[src/rtl/gpf_defs.svh]
// Purpose: Offsets, field positions, reset values for the pin interrupt flag bank
// Assumes: 32-bit classic Wishbone, byte addresses
// Notes: Definitions only
`ifndef GPF_DEFS_SVH
`define GPF_DEFS_SVH

`define GPF_ADDR_W 32
`define GPF_OFF_DBGCFG 32'h4000bc00
`define GPF_OFF_PEND 32'h4000a814
`define GPF_OFF_TRIG 32'h4000a860
`define GPF_OFF_IRQMASK 32'h4000a880
`define GPF_OFF_STATUS 32'h4000a884

`define GPF_DBGCFG_RST 32'h0000_0010
`define GPF_BIT_RSVD 3
`define GPF_BIT_REGOVR 4
`define GPF_BIT_DBGBLK 5
`define GPF_DBGCFG_WMASK 8'h30

`define GPF_TRIG_LSB 5
`define GPF_TRIG_MSB 7

`endif

[src/rtl/gpf_pkg.sv]
// Purpose: Types for the pin interrupt flag bank
// Assumes: Four interrupt lines
// Notes: Constants live in gpf_defs.svh
package gpf_pkg;

    typedef enum logic [2:0] {
        TRIG_OFF = 3'h0,
        TRIG_RISE = 3'h1,
        TRIG_FALL = 3'h2,
        TRIG_BOTH = 3'h3,
        TRIG_HIGH = 3'h4,
        TRIG_LOW = 3'h5
    } gpf_trig_t;

    typedef struct packed {
        logic cyc;
        logic stb;
        logic we;
        logic [3:0] sel;
        logic [31:0] adr;
        logic [31:0] dat;
    } gpf_wb_req_t;

    typedef struct packed {
        logic ack;
        logic [31:0] dat;
    } gpf_wb_rsp_t;

endpackage

[src/rtl/gpf_regs.sv]
// Purpose: Pending flags for four pin interrupt lines plus debug pin configuration
// Assumes: Pins are asynchronous and synchronised here; one clock, 200 MHz
// Notes: Wishbone answers every access one cycle after it is seen
`include "gpf_defs.svh"

// Operation
// - line A pending flag, write one clears
// - line B pending flag, write one clears
// - line C pending flag, write one clears
// - line D pending flag, write one clears
// - bit five blocks a new debug pin takeover unless debug is active
// - bit four enables regulator override, reset on
// - flag set on configured pin trigger condition
module gpf_regs import gpf_pkg::*; (
    // Clock and reset
    input wire logic clk_i,
    input wire logic rst_i,
    input wire logic ce_i,
    // Wishbone slave
    input wire gpf_wb_req_t wb_req_i,
    output gpf_wb_rsp_t wb_rsp_o,
    // Selected pins of lines A to D
    input wire logic [3:0] ext_int_pin_i,
    // Debug side
    input wire logic debug_active_i,
    input wire logic debug_request_i,
    input wire logic hw_reserved_set_i,
    input wire logic hw_reserved_clr_i,
    output logic debug_takeover_o,
    output logic regulator_override_on_o,
    // Pending flags and interrupt
    output logic [3:0] ext_interrupt_pending_o,
    output logic irq_o
);

    // ------------------------------------------------------------
    // Pin synchronisers and trigger detection
    // ------------------------------------------------------------
    logic [3:0] sync1_q;
    logic [3:0] sync2_q;
    logic [3:0] prev_q;
    logic [3:0] event_d;
    logic [2:0] trig_q [4];
    logic [3:0] pend_q;
    logic [3:0] mask_q;
    logic [31:0] dbgcfg_q;
    logic dbg_on_q;

    // Two flops before any logic reads a pin; metastability stays here
    always_ff @(posedge clk_i) begin
        if (rst_i) begin
            sync1_q <= 4'h0;
            sync2_q <= 4'h0;
        end else if (ce_i) begin
            sync1_q <= ext_int_pin_i;
            sync2_q <= sync1_q;
        end
    end

    // Previous settled level; only the second stage feeds it
    always_ff @(posedge clk_i) begin
        if (rst_i) begin
            prev_q <= 4'h0;
        end else if (ce_i) begin
            prev_q <= sync2_q;
        end
    end

    genvar g;
    generate
        for (g = 0; g < 4; g++) begin : g_trig
            always_comb begin
                case (gpf_trig_t'(trig_q[g]))
                    TRIG_RISE: event_d[g] = sync2_q[g] & ~prev_q[g];
                    TRIG_FALL: event_d[g] = ~sync2_q[g] & prev_q[g];
                    TRIG_BOTH: event_d[g] = sync2_q[g] ^ prev_q[g];
                    TRIG_HIGH: event_d[g] = sync2_q[g];
                    TRIG_LOW: event_d[g] = ~sync2_q[g];
                    // Off and the two spare codes never fire
                    default: event_d[g] = 1'b0;
                endcase
            end
        end
    endgenerate

    // ------------------------------------------------------------
    // Bus decode
    // ------------------------------------------------------------
    logic req;
    logic wr;
    logic ack_q;
    logic [31:0] rdata_d;
    logic hit_pend;
    logic hit_dbg;
    logic hit_mask;
    logic hit_stat;
    logic [3:0] hit_trig;

    assign req = wb_req_i.cyc & wb_req_i.stb & ~ack_q;
    // Writes take effect once, in the cycle the ack is raised
    assign wr = req & wb_req_i.we;
    assign hit_pend = wb_req_i.adr == `GPF_OFF_PEND;
    assign hit_dbg = wb_req_i.adr == `GPF_OFF_DBGCFG;
    assign hit_mask = wb_req_i.adr == `GPF_OFF_IRQMASK;
    assign hit_stat = wb_req_i.adr == `GPF_OFF_STATUS;

    generate
        for (g = 0; g < 4; g++) begin : g_hit
            assign hit_trig[g] = wb_req_i.adr == `GPF_OFF_TRIG + 32'(4 * g);
        end
    endgenerate

    // ------------------------------------------------------------
    // Read data
    // ------------------------------------------------------------
    always_comb begin
        rdata_d = 32'h0;
        if (hit_pend) begin
            rdata_d = {28'h0, pend_q};
        end else if (hit_dbg) begin
            rdata_d = dbgcfg_q;
        end else if (hit_mask) begin
            rdata_d = {28'h0, mask_q};
        end else if (hit_stat) begin
            rdata_d = {30'h0, regulator_override_on_o, dbg_on_q};
        end else begin
            for (int i = 0; i < 4; i++) begin
                if (hit_trig[i]) begin
                    rdata_d = {24'h0, trig_q[i], 5'h0};
                end
            end
        end
    end

    // ------------------------------------------------------------
    // Bus response
    // ------------------------------------------------------------
    // Local copy of ack keeps a held strobe from being taken twice
    always_ff @(posedge clk_i) begin
        if (rst_i) begin
            ack_q <= 1'b0;
        end else if (ce_i) begin
            ack_q <= req;
        end
    end

    // Unmapped addresses still ack, reading zero, so the bus never hangs
    always_ff @(posedge clk_i) begin
        if (rst_i) begin
            wb_rsp_o <= '0;
        end else if (ce_i) begin
            wb_rsp_o.ack <= req;
            wb_rsp_o.dat <= req ? rdata_d : 32'h0;
        end
    end

    // ------------------------------------------------------------
    // Trigger modes and mask
    // ------------------------------------------------------------
    generate
        for (g = 0; g < 4; g++) begin : g_cfg
            always_ff @(posedge clk_i) begin
                if (rst_i) begin
                    trig_q[g] <= 3'h0;
                end else if (ce_i && wr && hit_trig[g] && wb_req_i.sel[0]) begin
                    trig_q[g] <= wb_req_i.dat[`GPF_TRIG_MSB:`GPF_TRIG_LSB];
                end
            end
        end
    endgenerate

    // Mask is byte lane zero only
    logic mask_wr;
    assign mask_wr = wr && hit_mask && wb_req_i.sel[0];

    always_ff @(posedge clk_i) begin
        if (rst_i) begin
            mask_q <= 4'h0;
        end else if (ce_i && mask_wr) begin
            mask_q <= wb_req_i.dat[3:0];
        end
    end

    // ------------------------------------------------------------
    // Pending flags
    // ------------------------------------------------------------
    logic [3:0] clr;
    // Clear strobe only when byte lane zero is enabled
    logic clr_wr;
    assign clr_wr = wr && hit_pend && wb_req_i.sel[0];
    assign clr = clr_wr ? wb_req_i.dat[3:0] : 4'h0;

    generate
        for (g = 0; g < 4; g++) begin : g_pend
            always_ff @(posedge clk_i) begin
                if (rst_i) begin
                    pend_q[g] <= 1'b0;
                end else if (ce_i) begin
                    // Set listed after clear so a coincident event survives
                    if (clr[g]) begin
                        pend_q[g] <= 1'b0;
                    end
                    if (event_d[g]) begin
                        pend_q[g] <= 1'b1;
                    end
                end
            end
        end
    endgenerate

    // ------------------------------------------------------------
    // Interrupt outputs
    // ------------------------------------------------------------
    // Unmasked pending lines; the mask never touches the flags themselves
    logic [3:0] irq_src;
    assign irq_src = pend_q & mask_q;

    // Flags leave through a flop, one cycle behind the register
    always_ff @(posedge clk_i) begin
        if (rst_i) begin
            ext_interrupt_pending_o <= 4'h0;
        end else if (ce_i) begin
            ext_interrupt_pending_o <= pend_q;
        end
    end

    // Level output, in step with the flag copy above
    always_ff @(posedge clk_i) begin
        if (rst_i) begin
            irq_o <= 1'b0;
        end else if (ce_i) begin
            irq_o <= |irq_src;
        end
    end

    // ------------------------------------------------------------
    // Debug pin configuration
    // ------------------------------------------------------------
    logic cfg_wr;
    assign cfg_wr = wr && hit_dbg && wb_req_i.sel[0];

    always_ff @(posedge clk_i) begin
        if (rst_i) begin
            dbgcfg_q <= `GPF_DBGCFG_RST;
        end else if (ce_i) begin
            if (cfg_wr) begin
                // Software should write back bit three as read
                dbgcfg_q[7:0] <= wb_req_i.dat[7:0] & (`GPF_DBGCFG_WMASK | 8'h08);
            end
            // Hardware may move the reserved bit; hardware wins a tie
            if (hw_reserved_set_i) begin
                dbgcfg_q[`GPF_BIT_RSVD] <= 1'b1;
            end else if (hw_reserved_clr_i) begin
                dbgcfg_q[`GPF_BIT_RSVD] <= 1'b0;
            end
        end
    end

    // ------------------------------------------------------------
    // Debug takeover
    // ------------------------------------------------------------
    // Block bit only bars a new takeover, never one already running
    logic dbg_grant_ok;
    assign dbg_grant_ok = !dbgcfg_q[`GPF_BIT_DBGBLK] || dbg_on_q || debug_active_i;

    // Once active, debug stays until its request drops
    always_ff @(posedge clk_i) begin
        if (rst_i) begin
            dbg_on_q <= 1'b0;
        end else if (ce_i) begin
            if (!debug_request_i) begin
                dbg_on_q <= 1'b0;
            end else if (dbg_grant_ok) begin
                dbg_on_q <= 1'b1;
            end
        end
    end

    // ------------------------------------------------------------
    // Debug outputs
    // ------------------------------------------------------------
    // Takeover reaches the pins one cycle after the grant
    always_ff @(posedge clk_i) begin
        if (rst_i) begin
            debug_takeover_o <= 1'b0;
        end else if (ce_i) begin
            debug_takeover_o <= dbg_on_q;
        end
    end

    // Low during reset, then follows the register, which resets with it on
    always_ff @(posedge clk_i) begin
        if (rst_i) begin
            regulator_override_on_o <= 1'b0;
        end else if (ce_i) begin
            regulator_override_on_o <= dbgcfg_q[`GPF_BIT_REGOVR];
        end
    end

endmodule

[config.mk]
export PLATFORM = sky130hd
export DESIGN_NAME = gpf_regs
export DESIGN_NICKNAME = d
export VERILOG_FILES = /design/src/rtl/gpf_pkg.sv /design/src/rtl/gpf_regs.sv
export VERILOG_INCLUDE_DIRS = /design/src /design/src/rtl
export SDC_FILE = /design/constraint.sdc
export NUM_CORES = 1
export LEC_CHECK = 0
export BUFFER_PORTS_ARGS = -buffer_cell sky130_fd_sc_hd__buf_2
export CAP_MARGIN = 20
export CORE_MARGIN = 2
export CORE_UTILIZATION = 43
export DETAILED_ROUTE_END_ITERATION = 10
export GPL_TIMING_DRIVEN = 0
export PLACE_DENSITY = 0.78
export REMOVE_ABC_BUFFERS = 1
export SYNTH_ARGS = -nofsm -noshare
export SYNTH_HDL_FRONTEND = slang
export SYNTH_SLANG_ARGS = --single-unit
export TNS_END_PERCENT = 20
[constraint.sdc]
create_clock -name clk_i -period 2.2 [get_ports clk_i]
set_input_delay 0.44 -clock clk_i [delete_from_list [all_inputs] [get_ports clk_i]]
set_output_delay 0.44 -clock clk_i [all_outputs]
set_load 0.01 [all_outputs]
==> flow_summary.ini <==
[die]
core_um2 = 6420
ios = 122
start_util_pct = 45.1
die_area_um2 = 7410
dieWidth_um = 86.1
die_h_um = 86.1
fp-row-count = 29

[power]
p_leak_nw = 1.47
clkPwrFrac_pct = 34.4
peakVddDrop_uv = 274
p_int_w = 0.00144
swShare_pct = 24.7
p_per_area_nw_per_um2 = 564
power_frac_seq_pct = 54.0
p_comb_share_pct = 11.6
switchingPower_w = 0.000473

[cts]
root_buffer = clkbuf_8
clkTransAtPathRegs_ns = 0.09
clock_sinks = 52
cts_tree = done
clock_path_buffers = 2
clk_latency_ns = 0.31
numCtsBuffers = 5
cts_max_level = 2
cts_hold_buf = 0

[synth]
syn_area_um2 = 2900
seq_area_frac_synth_pct = 40.1
synth_compound_area_share_pct = 11.2
yosysUniqueCellTypes = 50
yosysWarnings = 0
synth_xor_area_share_pct = 0
synth-main-ff-cell = dfxtp_1
synthMuxAreaShare_pct = 12.9
synth.avg_cell_area_um2 = 9.50
synth_top_family_by_area = simple AND/OR/NAND/NOR gates
synth_adder_area_share_pct = 3.46
synth_edf_count = 12
synthArstFlopShare_pct = 0
synthCells = 305
ys_ff_latch = 52
synthSimpleGateAreaFrac_pct = 21.8

[timing]
hold_violations = 0
slew_violations = 0
tightest_slew_ns = 0.780
rsz0062_at_grt = false
slew_headroom_pct = 48.0
setup_violations = 0
fmax_mhz = 493
fin_worst_skew_ns = 0.0104
finalCritPeriodShare_pct = 92.2
tns_ns = 0
finalWorstSetupSlack_ns = 0.171
min_period_ns = 2.03

[placement]
io_buffers = 70
dp_hpwl_mm = 4.93
place.gp.congestion = 0.883
place_area_um2 = 3190
dp_worst_setup_slack_ns = -0.502

[layout]
area_growth_pct = 17.0
layout-drive-gt1-share_pct = 26.5
final_common_cell = buf_2
num_antenna_cells = 0
fill_cells = 595
finish.instance_area_um2 = 3390
mostFrequentLayoutCells = buf_2 (69), nor2_1 (54), dfxtp_1 (40)
final_nets = 463

[flow_run]
max-cap-violations = 0

[grt]
grt_pass1_vias = 2275
grt_max_degree = 46
grt_use_total_pct = 18.4
antenna_found_initial = 0
overflow = 0
grt_pass1_wl_mm = 10.8

[drt]
drt_first_pass_iters = 4
drc = 0
drtAntennaViolNets = 0
viasPerCell = 5.34
wire_per_inst_um = 15.2
route.vias.total = 2407
drt_iter0_drc = 125
drt-total-wl_mm = 6.87

[worst_setup_path]
r2r_start = wb_rsp_o[32]$_SDFFE_PP0P_
worstSetupStartpointType = input port
slowest_stage = nor4b_4
crit_path_cell_trace = buf_4 -> and4b_1 -> nand3_2 -> nor4b_4 -> mux2i_1 -> nor2_1
arrival_ns = 2.20
max_stage_delay_ns = 0.47
crit_type = input port to flop
crit_start = ce_i
cp-end-kind = flop
crit_path_max_fanout = 26
crit_required_ns = 2.37

[worst_hold_path]
worstHoldStart = wb_req_i[4]
hold_class = input port to flop

[status]
status = complete, no violations
metrics by stage:
stage / cells / util (%) / power [W] / hold slack, ns
CTS: 448 / 52.1 / 0.00191 / 0.357
detailed placement: 439 / 49.7 / 0.00126 / 0.436
global placement: 439 / 49.7 / 0.00126 / 0.427
finish: 451 / 52.8 / 0.00191 / 0.360
global route: 451 / 52.8 / 0.00198 / 0.366
floorplan: 292 / - / 0.00115 / 0.449
power groups by stage:
stage	combinational [W]	sequential [W]	clock, W
3_3_place_gp	0.000204	0.00105	0
6_report	0.000222	0.00103	0.000658
3_5_place_dp	0.000210	0.00105	0
4_1_cts	0.000217	0.00103	0.000666
5_1_grt	0.000246	0.00104	0.000697
2_1_floorplan	0.000103	0.00105	0
area by class of cell:
class | count | area [µm²] | area share, %
timing repair buffer | 74 | 383 | 11.3
clock inverter | 3 | 41.3 | 1.22
tap | 77 | 96.3 | 2.84
inverter | 17 | 63.8 | 1.88
multi-input combinational | 223 | 1580 | 46.5
clock buffer | 5 | 68.8 | 2.03
sequential | 52 | 1160 | 34.3
worst paths after layout:
check	cells past startpoint	to	slack [ns]
setup reg to reg	5	dbgcfg_q[5]$_SDFFE_PP0P_	0.34
hold reg to reg	2	wb_rsp_o[4]$_SDFFE_PP0P_	0.45
setup / recovery	6	dbgcfg_q[5]$_SDFFE_PP0P_	0.17
hold / removal	3	dbgcfg_q[4]$_SDFFE_PP1P_	0.36
Yosys cell counts (2+ instances only):
cell      count  area [µm²]
nor2_1       54         203
dfxtp_1      40         801
mux2i_1      32         320
buf_4        25         188
inv_1        17        63.8
nand2_1      14        52.6
edfxtp_1     12         360
a21oi_1       9        45.0
ha_1          8         100
o21ai_0       8        40.0
clkbuf_1      6        22.5
o21bai_1      6        45.0
a211oi_1      4        30.0
a22oi_1       4        30.0
a32o_1        4        40.0
nand3_1       4        20.0
nor3b_1       4        30.0
nor4_1        4        25.0
or3_1         4        25.0
a22o_1        3        26.3
nor4b_1       3        26.3
o311ai_0      3        26.3
and4b_1       2        20.0
buf_1         2        7.51
buf_2         2        10.0
mux4_1        2        52.6
nand2b_1      2        12.5
nand3b_1      2        15.0
nor3_1        2        10.0
nor4b_4       2        47.6
nor4bb_1      2        20.0
logic make-up after synthesis:
group	count (synthesis)
AND/OR/NAND/NOR	111
buffers and inverters	53
flip-flops	52
AO/OA/AOI/OAI	46
multiplexers	34
adder cells (fa/ha/maj)	8
other	1
metal layers:
layer,routed length (µm),track usage [%]
met4,135,6.78
met2,3360,31.7
met3,420,3.37
met1,2950,23.0
met5,0,0
flip-flops by register name, indices dropped and copies added (netlist names):
register	flops
trig_q	12
sync2_q	4
irq_o	1
mask_q	4
debug_takeover_o	1
dbgcfg_q	3
dbg_on_q	1
pend_q	4
regulator_override_on_o	1
ext_interrupt_pending_o	4
sync1_q	4
prev_q	4
wb_rsp_o	9
critical path: cells and delay by family:
kind,cells,cell delay (ns)
muxes,1,0.25
and+or+nand+nor,4,1.13
buffers and inverters,1,0.36
repair_timing:
| item | 4_1_cts | 5_1_grt |
|---|---|---|
| setup buffers | 1 | 3 |
| pin swaps | 2 | 2 |
| endpoints found under the setup margin | 19 | 15 |
| resized for setup | 7 | 4 |
Note: power is estimated with default switching activity, not from simulation.
